$ cat src/hdl/mppl_pkg.sv
// constants, carrier types and helper functions for the lower-threshold config and start-up block
package mppl_pkg;

   // register byte addresses
   localparam logic [7:0]  SEQ_CFG_ADDR    = 8'h00;
   localparam logic [7:0]  FILT_CFG_ADDR   = 8'h04;
   localparam logic [7:0]  CORE_STAT_ADDR  = 8'h08;
   localparam logic [7:0]  ACCESS_ADDR     = 8'h0c;
   localparam logic [7:0]  LOWCFG_ADDR     = 8'ha0;

   // lower-threshold config word: field positions
   localparam int          CH6_HYST_LSB    = 3;
   localparam int          CH6_CNT_LSB     = 0;
   localparam int          CH7_HYST_LSB    = 11;
   localparam int          CH7_CNT_LSB     = 8;
   localparam int          CH8_HYST_LSB    = 19;
   localparam int          CH8_CNT_LSB     = 16;

   // reset values and writable mask (reserved bits stay zero)
   localparam logic [31:0] LOWCFG_RESET    = 32'h000a0a0a;
   localparam logic [31:0] LOWCFG_MASK     = 32'h001f1f1f;
   localparam logic [9:0]  SEQ_RESET       = 10'h3ff;
   localparam logic [1:0]  COEF_RESET      = 2'h1;
   localparam logic        UNLOCK_RESET    = 1'b0;

   // field codes
   localparam logic [1:0]  NO_HYSTERESIS_CODE      = 2'h0;
   localparam logic [1:0]  HYSTERESIS_FOUR_CODE    = 2'h1;
   localparam logic [1:0]  HYSTERESIS_EIGHT_CODE   = 2'h2;
   localparam logic [1:0]  HYSTERESIS_SIXTEEN_CODE = 2'h3;
   localparam logic [2:0]  SINGLE_SAMPLE_CODE      = 3'h0;
   localparam logic [2:0]  MAX_SAMPLE_CODE         = 3'h7;

   // start-up: 2200 end-of-conversion events, forced sequence and coefficient
   localparam logic [11:0] STARTUP_EOCS    = 12'h898;
   localparam logic [9:0]  FORCED_SEQ      = 10'h3ff;
   localparam logic [1:0]  FASTEST_COEF    = 2'h0;  // code 0 is a = 2^-1

   // axi responses
   localparam logic [1:0]  RESP_OKAY       = 2'h0;
   localparam logic [1:0]  RESP_SLVERR     = 2'h2;

   // per-channel decoded lower-threshold settings
   typedef struct packed {
      logic [4:0] hysteresis;
      logic [7:0] debounce;
   } mppl_chan_thr_t;

   // acquisition settings handed to the sequencer and filter
   typedef struct packed {
      logic [9:0] seq;
      logic [1:0] coef;
   } mppl_acq_cfg_t;

   // hysteresis amount from its two-bit select
   function automatic logic [4:0] hyst_value(input logic [1:0] code);
      unique case (code)
         NO_HYSTERESIS_CODE:      hyst_value = 5'h00;
         HYSTERESIS_FOUR_CODE:    hyst_value = 5'h04;
         HYSTERESIS_EIGHT_CODE:   hyst_value = 5'h08;
         HYSTERESIS_SIXTEEN_CODE: hyst_value = 5'h10;
      endcase
   endfunction

   // consecutive measurements from the three-bit select: 1 to 128
   function automatic logic [7:0] debounce_count(input logic [2:0] code);
      debounce_count = 8'h01 << code;
   endfunction

   // byte-lane merge of a write
   function automatic logic [31:0] apply_strb(input logic [31:0] old_v, input logic [31:0] new_v,
                                              input logic [3:0] strb);
      logic [31:0] r;
      r = old_v;
      for (int i = 0; i < 4; i++) begin
         if (strb[i]) begin
            r[i*8 +: 8] = new_v[i*8 +: 8];
         end
      end
      apply_strb = r;
   endfunction

endpackage

$ cat src/hdl/mppl_top.sv
// lower-threshold config for internal channels 6-8 and post-processing start-up control
//
// Notes on behaviour
// hysteresis select maps to off, 4, 8, 16
// debounce select maps to 1..128 measurements
// channel 8 fields at bits 20:19, 18:16
// channel 7 at 12:11, 10:8; 15:13 zero
// channel 6 at 4:3, 2:0; 7:5 zero
// status outputs forced low during start-up
// ready low in start-up, high after
// start-up lasts 2200 end-of-conversion events
// filter coefficient forced to 2^-1 in start-up
// channel sequence forced to all ones in start-up
// internal channel fields writable only when unlocked
// after ready, programmed settings and status pass
`timescale 1ns/1ps
module mppl_top (
   // clock and reset
   input  wire logic                    MCLK_IN,
   input  wire logic                    RESETN_IN,
   // converter side
   input  wire logic                    EOC_IN,
   input  wire logic [7:0]              STATUS_IN,
   // axi4-lite write address
   input  wire logic                    AXI_AWVALID_IN,
   output logic                         AXI_AWREADY_OUT,
   input  wire logic [7:0]              AXI_AWADDR_IN,
   // axi4-lite write data
   input  wire logic                    AXI_WVALID_IN,
   output logic                         AXI_WREADY_OUT,
   input  wire logic [31:0]             AXI_WDATA_IN,
   input  wire logic [3:0]              AXI_WSTRB_IN,
   // axi4-lite write response
   output logic                         AXI_BVALID_OUT,
   input  wire logic                    AXI_BREADY_IN,
   output logic [1:0]                   AXI_BRESP_OUT,
   // axi4-lite read
   input  wire logic                    AXI_ARVALID_IN,
   output logic                         AXI_ARREADY_OUT,
   input  wire logic [7:0]              AXI_ARADDR_IN,
   output logic                         AXI_RVALID_OUT,
   input  wire logic                    AXI_RREADY_IN,
   output logic [31:0]                  AXI_RDATA_OUT,
   output logic [1:0]                   AXI_RRESP_OUT,
   // post-processing outputs
   output logic                         CORE_READY_OUT,
   output logic [7:0]                   STATUS_OUT,
   output mppl_pkg::mppl_acq_cfg_t      ACQ_CFG_OUT,
   output mppl_pkg::mppl_chan_thr_t     CH6_THR_OUT,
   output mppl_pkg::mppl_chan_thr_t     CH7_THR_OUT,
   output mppl_pkg::mppl_chan_thr_t     CH8_THR_OUT
);

   typedef enum logic [1:0] {
      ST_STARTUP = 2'b01,
      ST_RUN     = 2'b10
   } mppl_state_t;

   mppl_state_t   state;
   logic [11:0]   eoc_cnt;
   logic [31:0]   lowcfg;
   logic [9:0]    seq_cfg;
   logic [1:0]    coef_cfg;
   logic          unlocked;
   logic [7:0]    aw_addr;
   logic [31:0]   w_data;
   logic [3:0]    w_strb;
   logic          wr_commit;
   logic [31:0]   rd_word;

   // address decode shared by the read and write paths
   function automatic logic is_mapped(input logic [7:0] a);
      is_mapped = (a == mppl_pkg::SEQ_CFG_ADDR) || (a == mppl_pkg::FILT_CFG_ADDR) ||
                  (a == mppl_pkg::CORE_STAT_ADDR) || (a == mppl_pkg::ACCESS_ADDR) ||
                  (a == mppl_pkg::LOWCFG_ADDR);
   endfunction

   // a write commits once address and data are both held and no response is pending
   assign wr_commit = !AXI_AWREADY_OUT && !AXI_WREADY_OUT && !AXI_BVALID_OUT;

   // write address channel: ready is the free flag itself
   always_ff @(posedge MCLK_IN) begin
      if (!RESETN_IN) begin
         AXI_AWREADY_OUT <= 1'b1;
         aw_addr         <= 8'h00;
      end else if (AXI_AWVALID_IN && AXI_AWREADY_OUT) begin
         AXI_AWREADY_OUT <= 1'b0;
         aw_addr         <= AXI_AWADDR_IN;
      end else if (AXI_BVALID_OUT && AXI_BREADY_IN) begin
         AXI_AWREADY_OUT <= 1'b1;
      end
   end

   // write data channel, taken independently of the address
   always_ff @(posedge MCLK_IN) begin
      if (!RESETN_IN) begin
         AXI_WREADY_OUT <= 1'b1;
         w_data         <= 32'h0000_0000;
         w_strb         <= 4'h0;
      end else if (AXI_WVALID_IN && AXI_WREADY_OUT) begin
         AXI_WREADY_OUT <= 1'b0;
         w_data         <= AXI_WDATA_IN;
         w_strb         <= AXI_WSTRB_IN;
      end else if (AXI_BVALID_OUT && AXI_BREADY_IN) begin
         AXI_WREADY_OUT <= 1'b1;
      end
   end

   // write response; protected or unmapped writes answer slverr and change nothing
   always_ff @(posedge MCLK_IN) begin
      if (!RESETN_IN) begin
         AXI_BVALID_OUT <= 1'b0;
         AXI_BRESP_OUT  <= mppl_pkg::RESP_OKAY;
      end else if (wr_commit) begin
         AXI_BVALID_OUT <= 1'b1;
         AXI_BRESP_OUT  <= (!is_mapped(aw_addr) || (aw_addr == mppl_pkg::CORE_STAT_ADDR) ||
                            (aw_addr == mppl_pkg::LOWCFG_ADDR && !unlocked)) ?
                           mppl_pkg::RESP_SLVERR : mppl_pkg::RESP_OKAY;
      end else if (AXI_BREADY_IN) begin
         AXI_BVALID_OUT <= 1'b0;
      end
   end

   // lower-threshold config word; reserved bits are masked so they always read zero
   always_ff @(posedge MCLK_IN) begin
      if (!RESETN_IN) begin
         lowcfg <= mppl_pkg::LOWCFG_RESET;
      end else if (wr_commit && aw_addr == mppl_pkg::LOWCFG_ADDR && unlocked) begin
         lowcfg <= mppl_pkg::apply_strb(lowcfg, w_data, w_strb) & mppl_pkg::LOWCFG_MASK; // see R4
      end
   end

   // programmed sequence, coefficient and the unlock bit guarding the internal channels
   always_ff @(posedge MCLK_IN) begin
      if (!RESETN_IN) begin
         seq_cfg  <= mppl_pkg::SEQ_RESET;
         coef_cfg <= mppl_pkg::COEF_RESET;
         unlocked <= mppl_pkg::UNLOCK_RESET;
      end else if (wr_commit) begin
         unique case (aw_addr)
            mppl_pkg::SEQ_CFG_ADDR: begin
               seq_cfg <= 10'(mppl_pkg::apply_strb({22'h0, seq_cfg}, w_data, w_strb)); // keep the field bits only
            end
            mppl_pkg::FILT_CFG_ADDR: begin
               coef_cfg <= 2'(mppl_pkg::apply_strb({30'h0, coef_cfg}, w_data, w_strb));
            end
            mppl_pkg::ACCESS_ADDR: begin
               unlocked <= 1'(mppl_pkg::apply_strb({31'h0, unlocked}, w_data, w_strb));
            end
            default: begin
            end
         endcase
      end
   end

   // read data mux
   always_comb begin
      rd_word = 32'h0000_0000;
      unique case (AXI_ARADDR_IN)
         mppl_pkg::SEQ_CFG_ADDR:   rd_word = {22'h0, seq_cfg};
         mppl_pkg::FILT_CFG_ADDR:  rd_word = {30'h0, coef_cfg};
         mppl_pkg::CORE_STAT_ADDR: rd_word = {19'h0, eoc_cnt, CORE_READY_OUT};
         mppl_pkg::ACCESS_ADDR:    rd_word = {31'h0, unlocked};
         mppl_pkg::LOWCFG_ADDR:    rd_word = lowcfg;
         default:                  rd_word = 32'h0000_0000;
      endcase
   end

   // read channel: one answer per request, data held until taken
   always_ff @(posedge MCLK_IN) begin
      if (!RESETN_IN) begin
         AXI_ARREADY_OUT <= 1'b1;
         AXI_RVALID_OUT  <= 1'b0;
         AXI_RDATA_OUT   <= 32'h0000_0000;
         AXI_RRESP_OUT   <= mppl_pkg::RESP_OKAY;
      end else if (AXI_ARVALID_IN && AXI_ARREADY_OUT) begin
         AXI_ARREADY_OUT <= 1'b0;
         AXI_RVALID_OUT  <= 1'b1;
         AXI_RDATA_OUT   <= rd_word;
         AXI_RRESP_OUT   <= is_mapped(AXI_ARADDR_IN) ? mppl_pkg::RESP_OKAY : mppl_pkg::RESP_SLVERR;
      end else if (AXI_RVALID_OUT && AXI_RREADY_IN) begin
         AXI_ARREADY_OUT <= 1'b1;
         AXI_RVALID_OUT  <= 1'b0;
      end
   end

   // start-up sequencing counts conversions, not clocks, since settling tracks the converter
   always_ff @(posedge MCLK_IN) begin
      if (!RESETN_IN) begin
         state          <= ST_STARTUP;
         eoc_cnt        <= 12'h000;
         CORE_READY_OUT <= 1'b0;
      end else begin
         unique case (state)
            ST_STARTUP: begin
               if (EOC_IN) begin
                  eoc_cnt <= eoc_cnt + 12'h001;
                  if (eoc_cnt == mppl_pkg::STARTUP_EOCS - 12'h001) begin
                     state          <= ST_RUN;
                     CORE_READY_OUT <= 1'b1;
                  end
               end
            end
            ST_RUN: begin
               CORE_READY_OUT <= 1'b1;
            end
         endcase
      end
   end

   // status and acquisition settings; the run switch lags ready by one edge
   always_ff @(posedge MCLK_IN) begin
      if (!RESETN_IN) begin
         STATUS_OUT  <= 8'h00;
         ACQ_CFG_OUT <= '{seq: mppl_pkg::FORCED_SEQ, coef: mppl_pkg::FASTEST_COEF};
      end else if (state == ST_RUN) begin
         STATUS_OUT  <= STATUS_IN;
         ACQ_CFG_OUT <= '{seq: seq_cfg, coef: coef_cfg};
      end else begin
         STATUS_OUT  <= 8'h00;
         ACQ_CFG_OUT <= '{seq: mppl_pkg::FORCED_SEQ, coef: mppl_pkg::FASTEST_COEF}; // see R9
      end
   end

   // decoded per-channel lower-threshold settings
   always_ff @(posedge MCLK_IN) begin
      if (!RESETN_IN) begin
         CH6_THR_OUT <= '{hysteresis: 5'h00, debounce: 8'h01};
         CH7_THR_OUT <= '{hysteresis: 5'h00, debounce: 8'h01};
         CH8_THR_OUT <= '{hysteresis: 5'h00, debounce: 8'h01};
      end else begin
         CH6_THR_OUT <= '{hysteresis: mppl_pkg::hyst_value(lowcfg[mppl_pkg::CH6_HYST_LSB +: 2]), // see R5
                          debounce: mppl_pkg::debounce_count(lowcfg[mppl_pkg::CH6_CNT_LSB +: 3])};
         CH7_THR_OUT <= '{hysteresis: mppl_pkg::hyst_value(lowcfg[mppl_pkg::CH7_HYST_LSB +: 2]),
                          debounce: mppl_pkg::debounce_count(lowcfg[mppl_pkg::CH7_CNT_LSB +: 3])};
         CH8_THR_OUT <= '{hysteresis: mppl_pkg::hyst_value(lowcfg[mppl_pkg::CH8_HYST_LSB +: 2]),
                          debounce: mppl_pkg::debounce_count(lowcfg[mppl_pkg::CH8_CNT_LSB +: 3])};
      end
   end
endmodule // mppl_top

$ cat config.mk
export PLATFORM = sky130hd
export DESIGN_NAME = mppl_top
export DESIGN_NICKNAME = d
export VERILOG_FILES = /design/src/hdl/mppl_pkg.sv /design/src/hdl/mppl_top.sv
export SDC_FILE = /design/constraint.sdc
export NUM_CORES = 1
export LEC_CHECK = 0
export BUFFER_PORTS_ARGS = -buffer_cell sky130_fd_sc_hd__buf_2
export CORE_MARGIN = 5
export CORE_UTILIZATION = 35
export CTS_CLUSTER_DIAMETER = 40
export DETAILED_ROUTE_END_ITERATION = 10
export SLEW_MARGIN = 40
export SYNTH_ARGS = -nofsm -noshare
export SYNTH_HDL_FRONTEND = slang
export SYNTH_SLANG_ARGS = --single-unit
$ cat constraint.sdc
create_clock -name MCLK_IN -period 2.58 [get_ports MCLK_IN]
set_input_delay 0.258 -clock MCLK_IN [delete_from_list [all_inputs] [get_ports MCLK_IN]]
set_output_delay 0.258 -clock MCLK_IN [all_outputs]
set_load 0.005 [all_outputs]
Yosys cells after proc, flatten, opt, wreduce, memory -nomap -nowiden
Index checks and enable logic that the tools add are counted.
Storage, ports and cells
  bits in registers: 175
  latch bits: 0
  memory bits (writable): 0
  ROM bits: 0
  input bits: 68
  output and inout bits: 101
  logic and storage cells: 119
  memories kept: 0
Operators by class
  $add $sub $neg: 1
  multiply operators: 0
  divide/modulo/power cells: 0
  order comparisons: 0
  equality and inequality tests: 22
  shift operators: 3
  mux-type cells: 18
  bitwise gates (word level): 0
  reductions and logical operators: 45
Operators with widths (count)
  case mux 21 bit (5 select lines): 1
  case mux 5 bit (4 select lines): 3
  == test 8 x 4 -> 1 bit (second input constant): 4
  left shift 1 x 3 -> 8 bit (first input constant): 3
  == test 8 x 3 -> 1 bit (second input constant): 2
  == test 8 bit (second input constant): 2
  zero test 8 bit: 2
  AND reduction 3 bit: 5
  == test 2 bit (second input constant): 7
  adder 12 x 1 -> 12 bit (second input constant): 1
  == test 12 bit (second input constant): 1
  AND reduction 2 bit: 6
  two-way mux 1 bit: 11
  logical AND 1 bit: 10
  logical OR 1 bit: 10
  == test 2 x 1 -> 1 bit (second input constant): 4
  nonzero test 2 bit: 4
  zero test 2 bit: 3
  zero test 1 bit: 5
  two-way mux 2 bit: 2
  != test 2 bit (second input constant): 2
  case mux 1 bit (2 select lines): 1

Logic depth before layout (Yosys ltp)
  word-level depth: 9
  gate-level depth with buffers: 5

Worst setup path before layout
OpenSTA, ideal clock, no wires.
  path kind: input-to-reg
  start point: input AXI_ARADDR_IN[4]
  end point: register AXI_RRESP_OUT[1]
  library setup time: 0.115 ns
  arrival: 1.482 ns
  path slack: 0.983 ns
  stages: 5
  buffers on the path: 1
  cell sequence: or4_4 buf_6 nor3_2 nor3_1 o21a_1
Between the ends
  cells in the longest elaborated chain, start to end: 6
  elaborated cells between the ends (all ways): 10
  classes of those cells: eq/ne (4); mux (1); reduce/logical (5)
RTL lines
  from (decl): RTL line mppl_top.sv:40  | input wire logic [7:0] AXI_ARADDR_IN,
  == test 8 x 3 -> 1 bit or zero test 8 bit (tied branches): RTL line mppl_top.sv:73  | is_mapped = (a == mppl_pkg::SEQ_CFG_ADDR) || (a == mppl_pkg::FILT_CFG_ADDR) ||
  logical OR 1 bit (2 in series): RTL line mppl_top.sv:73
  logical OR 1 bit: RTL line mppl_top.sv:74  | (a == mppl_pkg::CORE_STAT_ADDR) || (a == mppl_pkg::ACCESS_ADDR) ||
  logical OR 1 bit (*): RTL line mppl_top.sv:74
  two-way mux 2 bit (*): RTL line mppl_top.sv:180  | AXI_RRESP_OUT <= is_mapped(AXI_ARADDR_IN) ? mppl_pkg::RESP_OKAY : mppl_pkg::RESP_SLVERR;
  to (signal assigned): RTL line mppl_top.sv:175  | AXI_RRESP_OUT <= mppl_pkg::RESP_OKAY;
  to (signal assigned): RTL line mppl_top.sv:180
  to (decl): RTL line mppl_top.sv:44  | output logic [1:0] AXI_RRESP_OUT,
Mark *: on every way between the ends. The rest lies on a longest branch, timed or not.
A chain may end at the register's enable or synchronous reset.

Worst setup path after layout
  start point: register aw_addr[6]
  end point: register seq_cfg[2]
Between the ends
  cells in the longest elaborated chain, start to end: 2
RTL lines
  from (decl): RTL line mppl_top.sv:65  | logic [7:0] aw_addr;
  from (signal assigned): RTL line mppl_top.sv:85  | aw_addr <= 8'h00;
  from (signal assigned): RTL line mppl_top.sv:88  | aw_addr <= AXI_AWADDR_IN;
  zero test 8 bit: RTL line mppl_top.sv:140  | unique case (aw_addr)
  AND reduction 3 bit (no line)
  to (signal assigned): RTL line mppl_top.sv:136  | seq_cfg <= mppl_pkg::SEQ_RESET;
  to (signal assigned): RTL line mppl_top.sv:142  | seq_cfg <= 10'(mppl_pkg::apply_strb({22'h0, seq_cfg}, w_data, w_strb));
  to (decl): RTL line mppl_top.sv:62  | logic [9:0] seq_cfg;
No other way between the ends.

==> impl_metrics.csv <==
group,metric,value,unit
run_status,status,"completed",
logic_synthesis,syn_area_per_cell,9.65,um^2
sta,fin_crit,1880,ps
sta,clock_skew,9.70,ps
clock_network,cts_setup_buffers,0,
clock_network,cts.repair.resized,0,
sta,setup_tns,0,ps
logic_synthesis,synth_cell_types,58,
grt,antenna_found_initial,0,
route,final_antenna_net_count,0,
cells_and_area,antenna_cells,0,
power_and_ir_drop,power_leakage,3.08,nW
logic_synthesis,ys.flop_type,"dfxtp_1",
sta,layout_setup_ws,705,ps
setup_path,critPathCaptureType,"flip-flop",
sta,finalSetupViolations,0,
place,pre_cts_slack,704,ps
place,numPortBuffers,131,
route,wl_per_cell,15.1,um
floorplanning,initial_core_util,35.8,%
logic_synthesis,yosysSeqAreaShare,52.4,%
setup_path,slowest_delay,600,ps
route,vias,4421,
clock_network,ctsHoldBuffers,0,
min_path,hp-class,"input pin to flip-flop",
logic_synthesis,async_flop_share,0,%
setup_path,crit_slowest_cell,"and4_1",
logic_synthesis,ys_ff_latch,150,
route,first_pass_iters,4,
clock_network,cts-root-buf,"clkbuf_16",
floorplanning,boundaryPins,169,
cells_and_area,finalNonFillerCells,951,
place,dp_hpwl,10900,um
clock_network,clk_latency,410,ps
job,drv_cap,0,
clock_network,clk_pin_slew,60,ps
power_and_ir_drop,ir_drop,0.000446,V
logic_synthesis,yosysTopAreaCellShare,52.4,%
cells_and_area,nNetsFinal,791,
clock_network,clock_sinks,150,
sta,finalHoldViolCount,0,
sta,rsz0062_at_grt,"false",
setup_path,cp_max_fo,9,
cells_and_area,layout-drive-gt1-share,24.6,%
min_path,hold_path.startpoint,"STATUS_IN[1]",
place,globalplace.congestion,0.840,
floorplanning,die_w,138,um
route,drt_iter0_markers,288,
clock_network,clock_path_buffers,2,
route,vias_per_cell,4.65,
setup_path,critPathLaunch,"aw_addr[6]$_SDFFE_PN0P_",
clock_network,cts_tree,"done",
sta,relSlewSlack,53.4,%
setup_path,crit_type,"flip-flop to flip-flop",
sta,slew_viol_final,0,
setup_path,crit_arrival,2150,ps
sta,finalCritPeriodShare,72.7,%
clock_network,htreeDepth,4,
floorplanning,die_area,0.0190,mm^2
route,drc,0,
power_and_ir_drop,pwr_density_cell,725,mW/mm^2
logic_synthesis,synth_edf_count,0,
setup_path,cp-start-kind,"flip-flop",
sta,worstMarginPinSlew,698,ps
grt,grt_overflow,0,
floorplanning,core,0.0160,mm^2
grt,grt_pass1_wl,22100,um
logic_synthesis,synthesis.area,0.00573,mm^2
cells_and_area,final.fill_count,1598,
sta,fmax,533,MHz
logic_synthesis,synth_area_leader_cell,"dfxtp_1",
place,dp_cells,919,
logic_synthesis,synthCells,594,
clock_network,numCtsBuffers,17,
logic_synthesis,ys_warn_count,0,
grt,grt_pass1_vias,4287,
grt,grtUsageTotal,15.1,%
floorplanning,row_count,46,
cells_and_area,syn2layout_area_growth,24.0,%
logic_synthesis,synth_area_leaders,"dfxtp_1, nand2_1, mux2i_1, a21boi_0, buf_4",
setup_path,crit_chain,"nor4_4 -> and4_1 -> mux2i_1 -> nand2_1",
grt,grt_max_degree,75,
setup_path,rr_startpoint,"aw_addr[6]$_SDFFE_PN0P_",
route,wl,14400,um
setup_path,required,2850,ps
floorplanning,die_y,138,um
-- state kept, by name, summed over array words and instances, names as in the netlist, 2 cells and up --
register       cells
AXI_RDATA_OUT     18
w_data            18
lowcfg            15
ACQ_CFG_OUT       12
eoc_cnt           12
CH6_THR_OUT       11
CH7_THR_OUT       11
CH8_THR_OUT       11
seq_cfg           10
STATUS_OUT         8
aw_addr            8
w_strb             3
coef_cfg           2
state              2
-- kinds of logic (layout without fill, tap and decap cells) --
group / count (synthesis) / after routing / share of synthesized area (%)
xor+xnor: 9 / 9 / 1.38
buf+inv: 55 / 175 / 5.22
flops: 150 / 150 / 52.4
compound gates: 87 / 87 / 11.4
simple gates: 257 / 257 / 23.1
fa+ha+maj: 1 / 1 / 0.218
other cells: 1 / 22 / 0.0654
mux: 34 / 34 / 6.22
-- cells in the final DEF (no fill, tap or decap), types with 6 or more instances in the layout --
cell and n:
or3_1 13, a21boi_0 31, nand2_1 109, clkbuf_16 17, and2_1 21, buf_4 6, nor3_1 9, buf_2 131
conb_1 22, dfxtp_1 150, a22oi_1 11, and3_1 6, o21ai_0 8, mux2i_1 30, nor2b_1 17, nand3_1 7
nand2b_1 10, nor2_1 31, nand4_1 8
-- through the flow --
step | area, um^2 | total power, mW | util [%] | hold slack, ps
final | 7110 | 5.16 | 44.4 | 50.9
after global placement | 6500 | 2.71 | 40.7 | 440
after global routing | 7110 | 5.37 | 44.4 | 38.9
after floorplan | 5810 | 2.63 | - | 380
after detailed placement | 6500 | 2.72 | 40.7 | 440
after CTS | 7110 | 5.22 | 44.4 | 31.5
-- synth_stat cells (all sizes together), types with 6 or more instances --
library cell,n
nor3,11
buf,27
a22oi,12
o21ai,13
dfxtp,150
nand2b,10
mux2i,30
nand2,109
nor2,31
or3,14
nor2b,17
nand3,7
a21boi,35
and3,6
clkbuf,22
nor4,8
and2,23
nand4,8
-- cell type report --
class	count	area (um^2)	area share [%]
Sequential cell	150	3000	42.2
Inverter	6	22.5	0.317
Clock inverter	8	121	1.71
Multi-Input combinational cell	410	2510	35.3
Timing Repair Buffer	137	701	9.86
Tap cell	216	270	3.80
Clock buffer	24	482	6.78
-- critical path: cells and delay by family, from the launching register on --
kind             cells  cell delay [ps]
muxes                1              250
and+or+nand+nor      3             1150
DFF                  1              330
-- metal layers --
metal	GRT usage [%]	routed length, um	up-vias
li1	-	-	2249
met1	19.2	6570	2043
met2	24.9	6910	117
met3	4.35	709	12
met4	4.72	167	0
met5	0	0	-
-- power by group --
| group | internal (mW) | switching [mW] | leakage (nW) | total, mW |
|---|---|---|---|---|
| clock network | 1.60 | 0.890 | 0.294 | 2.49 |
| logic | 0.111 | 0.157 | 1.57 | 0.268 |
| registers | 2.37 | 0.0362 | 1.22 | 2.40 |
-- path summary, 6_finish.rpt --
check	slack, ps	depth (start not counted)	to
hold / removal	50	2	STATUS_OUT[1]$_SDFF_PN0_
hold reg to reg	440	2	AXI_RDATA_OUT[9]$_SDFFE_PN0P_
setup / recovery	700	4	seq_cfg[2]$_SDFFE_PN1P_
setup reg to reg	700	4	seq_cfg[2]$_SDFFE_PN1P_
No activity file was read; power rests on OpenSTA's default activity.
